`config.mk`:
```
export PLATFORM = sky130hd
export DESIGN_NAME = sadc_device_flat
export DESIGN_NICKNAME = d
export VERILOG_FILES = /design/src/hdl/sadc_pkg.sv /design/src/hdl/sadc_link_if.sv /design/src/hdl/sadc_device.sv /design/src/flat_wrapper.sv
export SDC_FILE = /design/constraint.sdc
export NUM_CORES = 1
export LEC_CHECK = 0
export ABC_AREA = 1
export BUFFER_PORTS_ARGS = -buffer_cell sky130_fd_sc_hd__clkbuf_2
export CAP_MARGIN = 25
export CORE_ASPECT_RATIO = 1.25
export CORE_MARGIN = 2
export CORE_UTILIZATION = 39
export DETAILED_ROUTE_END_ITERATION = 16
export GPL_TIMING_DRIVEN = 0
export SLEW_MARGIN = 15
export SYNTH_ARGS = -nofsm -noshare
export SYNTH_HDL_FRONTEND = slang
export SYNTH_SLANG_ARGS = --single-unit
```
`constraint.sdc`:
```
create_clock -name clk_in -period 4.57 [get_ports clk_in]
set_clock_uncertainty 0.2 [all_clocks]
set_input_delay 0.457 -clock clk_in [delete_from_list [all_inputs] [get_ports clk_in]]
set_output_delay 0.457 -clock clk_in [all_outputs]
set_load 0.005 [all_outputs]
```
`src/hdl/sadc_pkg.sv`:
```
// Shared constants for the converter readout link and its two ends.
package sadc_pkg;
  localparam int RES_BITS = 18;
  localparam int CLK_PERIOD_NS = 25;
  localparam int T_CONV_NS = 3000;
  localparam int CONV_CYC = T_CONV_NS / CLK_PERIOD_NS;
  localparam int T_CNVH_NS = 20;
  localparam int CNVH_CYC = (T_CNVH_NS + CLK_PERIOD_NS - 1) / CLK_PERIOD_NS;
  localparam int T_QUIET_NS = 20;
  localparam int QUIET_CYC = (T_QUIET_NS + CLK_PERIOD_NS - 1) / CLK_PERIOD_NS;
  localparam int T_SCK_CHAIN_PS = 13500;
  localparam int SCK_HALF_CYC = 4;
  localparam int SYNC_W = 4;
  // The enable bit of the pin synchroniser resets to its idle level, high.
  localparam logic [SYNC_W-1:0] SYNC_RST = 4'h4;
  localparam int CNT_W = 8;
  localparam logic [RES_BITS-1:0] CODE_RST = 18'h00000;
  typedef enum logic {SADC_NAP, SADC_CONV} sadc_dev_state_t;
  typedef enum logic [2:0] {SADC_H_IDLE, SADC_H_PULSE, SADC_H_WAIT, SADC_H_LEAD,
                            SADC_H_SHIFT, SADC_H_DONE} sadc_host_state_t;
endpackage : sadc_pkg

```
`src/hdl/sadc_link_if.sv`:
```
// Pin-level link between the converter end and the serial master end.
`timescale 1ns/10ps
`default_nettype none
interface sadc_link_if;
  logic convert_start;
  logic busy;
  logic sck;
  logic read_enable_or_serial_in;
  logic sdo;
  logic sdo_oe_n;
  wire sdo_bus;
  // A released pin shows the inverse bit, so that a capture while released fails.
  assign sdo_bus = sdo_oe_n ? ~sdo : sdo;
  modport dev (input convert_start, input sck, input read_enable_or_serial_in,
               output busy, output sdo, output sdo_oe_n);
  modport host (output convert_start, output sck, output read_enable_or_serial_in,
                input busy, input sdo_bus);
endinterface : sadc_link_if
`default_nettype wire

```
`src/hdl/sadc_device.sv`:
```
// Converter end: conversion control, busy flag and serial result shifter.
//
// Notes on behaviour
// Rising convert edge wakes and starts conversion.
// Busy high during conversion, low when done.
// Mode low: shared pin enables output drive.
// Mode high: shared pin is chain input.
// Shift out MSB first on serial clock rises.
// Result is two's complement.
// Host keeps serial clock quiet after convert.
// Host holds convert high, low 20 ns.
// Output drives/releases promptly after enable changes.
// Host serial clock up to 100 MHz.
// Chain mode clock period at least 13.5 ns.
// Chain input sampled on serial clock rises.
// First result bit valid when busy falls.
// Conversion end prepares 18-bit output code.
// Host waits busy fall, one word each.
// Chain data follows own result, one word later.
`timescale 1ns/10ps
`default_nettype none
module sadc_device
#(
  parameter int RES = sadc_pkg::RES_BITS,
  parameter int CONV_CYC = sadc_pkg::CONV_CYC
)
(
  // Clock, reset and enable
  input wire logic clk_in,
  input wire logic rst_b_in,
  input wire logic ce_in,
  // Link pins
  sadc_link_if.dev link,
  // Mode pin and analog core code
  input wire logic chain_mode_in,
  input wire logic [RES-1:0] sample_code_in,
  // Status
  output logic napping_out,
  output logic start_ignored_out
);
  import sadc_pkg::*;

  logic [SYNC_W-1:0] meta_reg;
  logic [SYNC_W-1:0] sync_reg;
  logic prev_cnv_reg;
  logic prev_sck_reg;
  logic cnv_s;
  logic sck_s;
  logic sdi_s;
  logic chain_s;
  logic cnv_rise;
  logic sck_rise;
  logic conv_end;
  sadc_dev_state_t state_reg;
  logic [CNT_W-1:0] conv_cnt_reg;
  logic [RES-1:0] code_reg;
  logic [RES-1:0] shift_reg;
  logic [RES-1:0] shift_next;
  logic busy_reg;
  logic oe_n_reg;
  logic shift_en;

  // All pins come from outside this clock domain, so each passes two flops.
  always_ff @(posedge clk_in or negedge rst_b_in)
  begin
    if (!rst_b_in)
    begin
      // A zero on the enable bit would turn the driver on right after reset.
      meta_reg <= SYNC_RST;
      sync_reg <= SYNC_RST;
    end
    else if (ce_in)
    begin
      meta_reg <= {chain_mode_in, link.read_enable_or_serial_in,
                   link.sck, link.convert_start};
      sync_reg <= meta_reg;
    end
  end

  assign cnv_s = sync_reg[0];
  assign sck_s = sync_reg[1];
  assign sdi_s = sync_reg[2];
  assign chain_s = sync_reg[3];

  always_ff @(posedge clk_in or negedge rst_b_in)
  begin
    if (!rst_b_in)
    begin
      prev_cnv_reg <= 1'b0;
      prev_sck_reg <= 1'b0;
    end
    else if (ce_in)
    begin
      prev_cnv_reg <= cnv_s;
      prev_sck_reg <= sck_s;
    end
  end

  assign cnv_rise = cnv_s & ~prev_cnv_reg;
  assign sck_rise = sck_s & ~prev_sck_reg;
  assign conv_end = (state_reg == SADC_CONV) && (conv_cnt_reg == CNT_W'(CONV_CYC - 1));

  // Conversion sequencer. The converter naps between conversions and only an
  // edge on the convert pin wakes it; a level left high does nothing more.
  always_ff @(posedge clk_in or negedge rst_b_in)
  begin
    if (!rst_b_in)
    begin
      state_reg <= SADC_NAP;
      conv_cnt_reg <= '0;
    end
    else if (ce_in)
    begin
      case (state_reg)
        SADC_NAP:
        begin
          conv_cnt_reg <= '0;
          if (cnv_rise)
          begin
            state_reg <= SADC_CONV;
          end
        end
        SADC_CONV:
        begin
          if (conv_end)
          begin
            state_reg <= SADC_NAP;
            conv_cnt_reg <= '0;
          end
          else
          begin
            conv_cnt_reg <= conv_cnt_reg + CNT_W'(1);
          end
        end
        default:
        begin
          state_reg <= SADC_NAP;
          conv_cnt_reg <= '0;
        end
      endcase
    end
  end

  // The input is held at the convert edge, as the sampling switch would.
  always_ff @(posedge clk_in or negedge rst_b_in)
  begin
    if (!rst_b_in)
    begin
      code_reg <= CODE_RST;
    end
    else if (ce_in && cnv_rise && state_reg == SADC_NAP)
    begin
      code_reg <= sample_code_in;
    end
  end

  always_ff @(posedge clk_in or negedge rst_b_in)
  begin
    if (!rst_b_in)
    begin
      busy_reg <= 1'b0;
    end
    else if (ce_in)
    begin
      if (state_reg == SADC_NAP && cnv_rise)
      begin
        busy_reg <= 1'b1;
      end
      else if (conv_end)
      begin
        busy_reg <= 1'b0;
      end
    end
  end

  // A second convert edge inside a conversion cannot restart it; it is
  // flagged until the next accepted start so the user can see the overrun.
  always_ff @(posedge clk_in or negedge rst_b_in)
  begin
    if (!rst_b_in)
    begin
      start_ignored_out <= 1'b0;
    end
    else if (ce_in && cnv_rise)
    begin
      start_ignored_out <= (state_reg == SADC_CONV);
    end
  end

  always_ff @(posedge clk_in or negedge rst_b_in)
  begin
    if (!rst_b_in)
    begin
      napping_out <= 1'b1;
    end
    else if (ce_in)
    begin
      napping_out <= (state_reg == SADC_NAP) && !(cnv_rise);
    end
  end

  // In normal mode the shared pin, active low, gates the output driver; in
  // chain mode the pin is data and the output always drives.
  always_ff @(posedge clk_in or negedge rst_b_in)
  begin
    if (!rst_b_in)
    begin
      oe_n_reg <= 1'b1;
    end
    else if (ce_in)
    begin
      oe_n_reg <= chain_s ? 1'b0 : sdi_s;
    end
  end

  // Shifting happens only outside a conversion, and in normal mode only
  // while the output is enabled.
  assign shift_en = sck_rise && !busy_reg && (chain_s || !sdi_s);

  // The chain input enters at the low end, so once this word has gone out
  // the upstream bits follow exactly one word later.
  always_comb
  begin
    shift_next = {shift_reg[RES-2:0], chain_s ? sdi_s : 1'b0};
  end

  always_ff @(posedge clk_in or negedge rst_b_in)
  begin
    if (!rst_b_in)
    begin
      shift_reg <= CODE_RST;
    end
    else if (ce_in)
    begin
      if (conv_end)
      begin
        shift_reg <= code_reg;
      end
      else if (shift_en)
      begin
        shift_reg <= shift_next;
      end
    end
  end

  // The top bit of the shifter is the pin, so the MSB is already valid in
  // the cycle busy falls.
  assign link.sdo = shift_reg[RES-1];
  assign link.sdo_oe_n = oe_n_reg;
  assign link.busy = busy_reg;
endmodule : sadc_device
`default_nettype wire

```
`src/flat_wrapper.sv`:
```
// flat-port wrapper written by rule: the top's interface ports become plain ports
module sadc_device_flat import sadc_pkg::*;
#(
  parameter int RES = sadc_pkg::RES_BITS,
  parameter int CONV_CYC = sadc_pkg::CONV_CYC
)
  (clk_in, rst_b_in, ce_in, chain_mode_in, sample_code_in, napping_out, start_ignored_out, link_convert_start, link_sck, link_read_enable_or_serial_in, link_busy, link_sdo, link_sdo_oe_n);
  sadc_link_if link_i ();
  input wire logic clk_in;
  input wire logic rst_b_in;
  input wire logic ce_in;
  input wire logic chain_mode_in;
  input wire logic [RES-1:0] sample_code_in;
  output logic napping_out;
  output logic start_ignored_out;
  input wire logic [$bits(link_i.convert_start)-1:0] link_convert_start;
  input wire logic [$bits(link_i.sck)-1:0] link_sck;
  input wire logic [$bits(link_i.read_enable_or_serial_in)-1:0] link_read_enable_or_serial_in;
  output wire logic [$bits(link_i.busy)-1:0] link_busy;
  output wire logic [$bits(link_i.sdo)-1:0] link_sdo;
  output wire logic [$bits(link_i.sdo_oe_n)-1:0] link_sdo_oe_n;
  assign link_i.convert_start = link_convert_start;
  assign link_i.sck = link_sck;
  assign link_i.read_enable_or_serial_in = link_read_enable_or_serial_in;
  assign link_busy = link_i.busy;
  assign link_sdo = link_i.sdo;
  assign link_sdo_oe_n = link_i.sdo_oe_n;
  sadc_device #(.RES(RES), .CONV_CYC(CONV_CYC)) u_core (.clk_in(clk_in), .rst_b_in(rst_b_in), .ce_in(ce_in), .link(link_i), .chain_mode_in(chain_mode_in), .sample_code_in(sample_code_in), .napping_out(napping_out), .start_ignored_out(start_ignored_out));
endmodule
```
# == Yosys cells after proc, flatten, opt, wreduce, memory -nomap -nowiden ==
# Index checks and enable logic that the tools add are counted.
# totals
latchBits,0
memories,0
word_cells,45
ff_bits,59
rom_bits,0
ramBits,0
# op_classes
div_mod_pow,0
bitwise,5
add_sub_neg,1
n_reduce_logical,15
mul,0
n_mux,11
n_eq_ne,1
order_cmp,0
shift,0
# ops
operator,n
$mux W18,2
$pmux W8 S2,1
$add A8 B1 Y8 const B,1
$eq A8 B7 Y1 const B,1
$mux W8,1
$logic_and A1 B1 Y1,7
$mux W1,6
$reduce_and A2 Y1,2
$reduce_bool A2 Y1,2
$logic_not A1 Y1,3
$not A1 Y1,3
$and A1 B1 Y1,2
$pmux W1 S2,1
$logic_or A1 B1 Y1,1

# == Depth between registers and ports, before layout ==
# depth
word_depth,6
ltp_mapped,9
depth_no_buf,8

# == Least setup slack after synthesis ==
# OpenSTA, ideal clock, no wires.
# synth_path
path_kind,register to register
startpoint,register u_core.conv_cnt_reg[0]
endpoint,register u_core.shift_reg[11]
setup_slack_ns,2.968
arrival_ns,1.286
stages_incl_launch_ff,9
synth_period_minus_slack_ns,1.602
path_buffers,2
cell_sequence,dfrtp_1 ha_1 nand2_1 nor2_4 nand4_4 buf_6 buf_6 nand3_1 nand2_1
# synth_via
elab_chain_cells,4
# synth_lines
item,line_no,rtl
from (decl),sadc_device.sv:55,logic [CNT_W-1:0] conv_cnt_reg;
from (signal assigned),sadc_device.sv:132,conv_cnt_reg <= conv_cnt_reg + CNT_W'(1);
$eq A8 B7 Y1 (*),sadc_device.sv:101,assign conv_end = (state_reg == SADC_CONV) && (conv_cnt_reg == CNT_W'(CONV_CYC - 1));
$logic_and A1 B1 Y1 (*),sadc_device.sv:101,
$reduce_bool A2 Y1 (no line),-,
$reduce_and A2 Y1 (no line),-,
to (signal assigned),sadc_device.sv:237,shift_reg <= code_reg;
to (signal assigned),sadc_device.sv:241,shift_reg <= shift_next;
to (decl),sadc_device.sv:57,logic [RES-1:0] shift_reg;
# Every way passes the cells marked *; elsewhere a longest branch is shown, timed or not.
# A chain may end at the register's enable or synchronous reset.

# == Final worst setup path ==
# layout_path
startpoint,register u_core.conv_cnt_reg[1]
endpoint,register u_core.shift_reg[15]
# The elaborated chain is that of the path after synthesis.

==> flow_metrics.tcl <==
set metrics [dict create \
    route.detailed.drc 0 \
    setup_viol_count_final 0 \
    most_common_cell_after_layout_fill_and_taps_aside "nand2_1" \
    yosys_warnings 0 \
    portBuffers 29 \
    post_synth_num_cell_types 29 \
    first_iter_violations 95 \
    postLayoutCoreUtil_pct 47.3 \
    fin_hold_ws_ps 103 \
    post_synth_inst_count 342 \
    crit_path_start_kind "flop" \
    max_slew_margin_pct 67.4 \
    num-fill-cells 745 \
    p_seq_share_pct 52.5 \
    hold_viol_final 0 \
    switchingPower_uw 398 \
    initial_core_util_pct 40.6 \
    comb_power_share_pct 15.5 \
    yosys.area.top_type "dfrtp_1" \
    yosys_most_used_dff "dfrtp_1" \
    max_clock_freq_ghz 0.552 \
    synth_enable_flop_cells 0 \
    htreeDepth 3 \
    worst-slew-pin-transition_ps 489 \
    r2r_start "u_core.conv_cnt_reg[1]" \
    min-delay-path-class "in2reg" \
    synthArstFlopShare_pct 100 \
    gp_congestion 0.757 \
    period_share_pct 39.7 \
    hold_path_startpoint "link_read_enable_or_serial_in" \
    period_needed_ps 1810 \
    hold_depth 3 \
    syn-num-nets 369 \
    first_pass_iters 4 \
    min_delay_worst_endpoint "u_core.meta_reg[2]" \
    cp-end-kind "flop" \
    grt_first_pass_wirelength_um 10300 \
    core_area_um2 7060 \
    timing.final.max_slew_violations 0 \
    synthesized_area_divided_by_synthesized_cell_count_um2 8.39 \
    final_cell_mix "nand2_1, dfrtp_1, clkbuf_2" \
    post_cts.resized_instances 0 \
    diodes 0 \
    r2r_slack_ps 2760 \
    synth-seq-cells 59 \
    critical_path.reg2reg.endpoint "u_core.shift_reg[15]" \
    yosysTopAreaCellShare_pct 48.0 \
    cp_max_fo 10 \
    clkTransAtPathRegs_ps 60 \
    ioPinCount 30 \
    detailed_place_hpwl_um 3960 \
    cts.sinks 59 \
    multi_input_area_um2 1180 \
    p_int_uw 966 \
    reg2regPathDepth 9 \
    nets 411 \
    synth-seq-area-share_pct 51.6 \
    fraction_of_layout_cells_with_a_size_suffix_above_1_pct 21.1 \
    detail-route-antenna-nets 0 \
    max_cap_viol_count 0 \
    global_route.usage.total_pct 16.6 \
    post-cts-setup-buffer-count 0 \
    dieArea_um2 8070 \
    area_delta_synth_final_pct 16.3 \
    power_density_nw_per_um2 408 \
    total_leakage_power_nw 1.80 \
    cts_tree "done" \
    pre_cts_slack_ps 2770 \
    drt_wl_total_um 5910 \
    wire_per_inst_um 12.4 \
    clk_latency_ps 340 \
    outcome "complete, no violations" \
    grt_start_max_net_pins 39 \
    initial_antenna_violation_count 0 \
    power.switching_fraction_pct 29.2 \
    grt_setup_unrepaired "false" \
    ys_top_cells_by_area "dfrtp_1, nand2_1, nand4_1" \
    vias_cell 4.80 \
    dr_total_vias 2296 \
    inserted_clock_buffers 9 \
    first_global_vias 2227 \
    share_clk_of_total_power_pct 31.9 \
    synthesis.area_um2 2870 \
    cts.root.buffer_cell "clkbuf_8" \
    irDropWorstVdd_v 0.000213 \
    globalRouteOverflowTotal 0 \
    dieHeight_um 99.9 \
    finalWorstSetupSlack_ps 2760 \
    cts_buffer_depth 2 \
    ff_latch_area_um2 1480 \
    cp.arrival_ps 1840 \
    setup.worst_path.class "reg2reg" \
    cp_data_required_time_ps 4590 \
    fin_tns_setup_ps 0 \
    fp.dieW_um 80.7 \
    core.rowCount 34 \
]
## power by group through the flow
stage / clock network, mW / registers (mW) / logic (mW)
6_report: 0.435 / 0.716 / 0.212
5_1_grt: 0.476 / 0.732 / 0.247
2_1_floorplan: 0 / 0.703 / 0.157
3_3_place_gp: 0 / 0.721 / 0.206
4_1_cts: 0.451 / 0.715 / 0.216
3_5_place_dp: 0 / 0.723 / 0.214
## worst max-delay path, stage by stage, from the launching register on
cell and delay, ps:
dfrtp_1 400, ha_1 200, nand2_1 90, nor2_4 140
nand3_2 200, buf_2 260, nand2_1 70, nand2_1 40
nand2_1 50, nand2_1 40
## logic make-up (layout without fill, tap and decap cells)
kind of cell	Yosys count	after routing	synth area share, %
xor gates and xnor gates	3	3	0.916
adders and majority gates	2	2	0.872
AOI/OAI and AO/OA	11	11	2.53
DFF	59	59	51.6
buffers and inverters	32	78	7.15
and+or+nand+nor	235	235	36.9
## layer usage
metal	wire length, µm	vias up	global-route usage (%)
met4	108	0	8.74
met5	0	-	0
li1	-	1165	-
met2	2610	56	25.0
met1	2910	1066	22.1
met3	286	9	4.05
## how the worst max path moves through the flow
stage	from	endpoint	slack, ps	cells past startpoint
after floorplan	u_core.conv_cnt_reg[0]	u_core.shift_reg[11]	2970	8
after global placement	rst_b_in	u_core.shift_reg[11]	2520	1
after detailed placement	u_core.conv_cnt_reg[1]	u_core.shift_reg[12]	2770	9
after CTS	u_core.conv_cnt_reg[1]	u_core.conv_cnt_reg[5]	2760	9
after global routing	u_core.conv_cnt_reg[0]	u_core.shift_reg[15]	2590	9
final	u_core.conv_cnt_reg[1]	u_core.shift_reg[15]	2760	9
## cell type report
cell class | count | area share, %
sequential | 59 | 44.4
clock buffer | 13 | 5.06
timing repair buffer | 31 | 5.32
multi-input combinational | 251 | 35.4
inverter | 14 | 1.57
buffer | 18 | 4.57
tap | 90 | 3.37
clock inverter | 2 | 0.300
## stage by stage
stage | instances | total power [mW] | cell area, µm²
global placement | 461 | 0.928 | 3130
CTS | 478 | 1.38 | 3340
floorplan | 342 | 0.860 | 2870
finish | 478 | 1.36 | 3340
global route | 478 | 1.45 | 3340
detailed placement | 462 | 0.936 | 3150
## synth_stat cells, types with 2 or more instances
master / count
ha_1: 2
buf_2: 2
nand3_2: 6
clkbuf_1: 3
dfstp_2: 4
nand2_2: 2
inv_2: 3
nor2_1: 13
nand4_1: 19
o21ai_0: 8
buf_4: 3
nor2_4: 3
xor2_1: 2
dfrtp_1: 55
buf_6: 8
nand3_1: 16
inv_1: 11
nand2_1: 171
## repair_timing
action,4_1_cts,5_1_grt
setup endpoints to repair,0,0
hold buffers,1,0
hold endpoints to repair,17,0
Note: power is estimated with default switching activity, not from simulation.
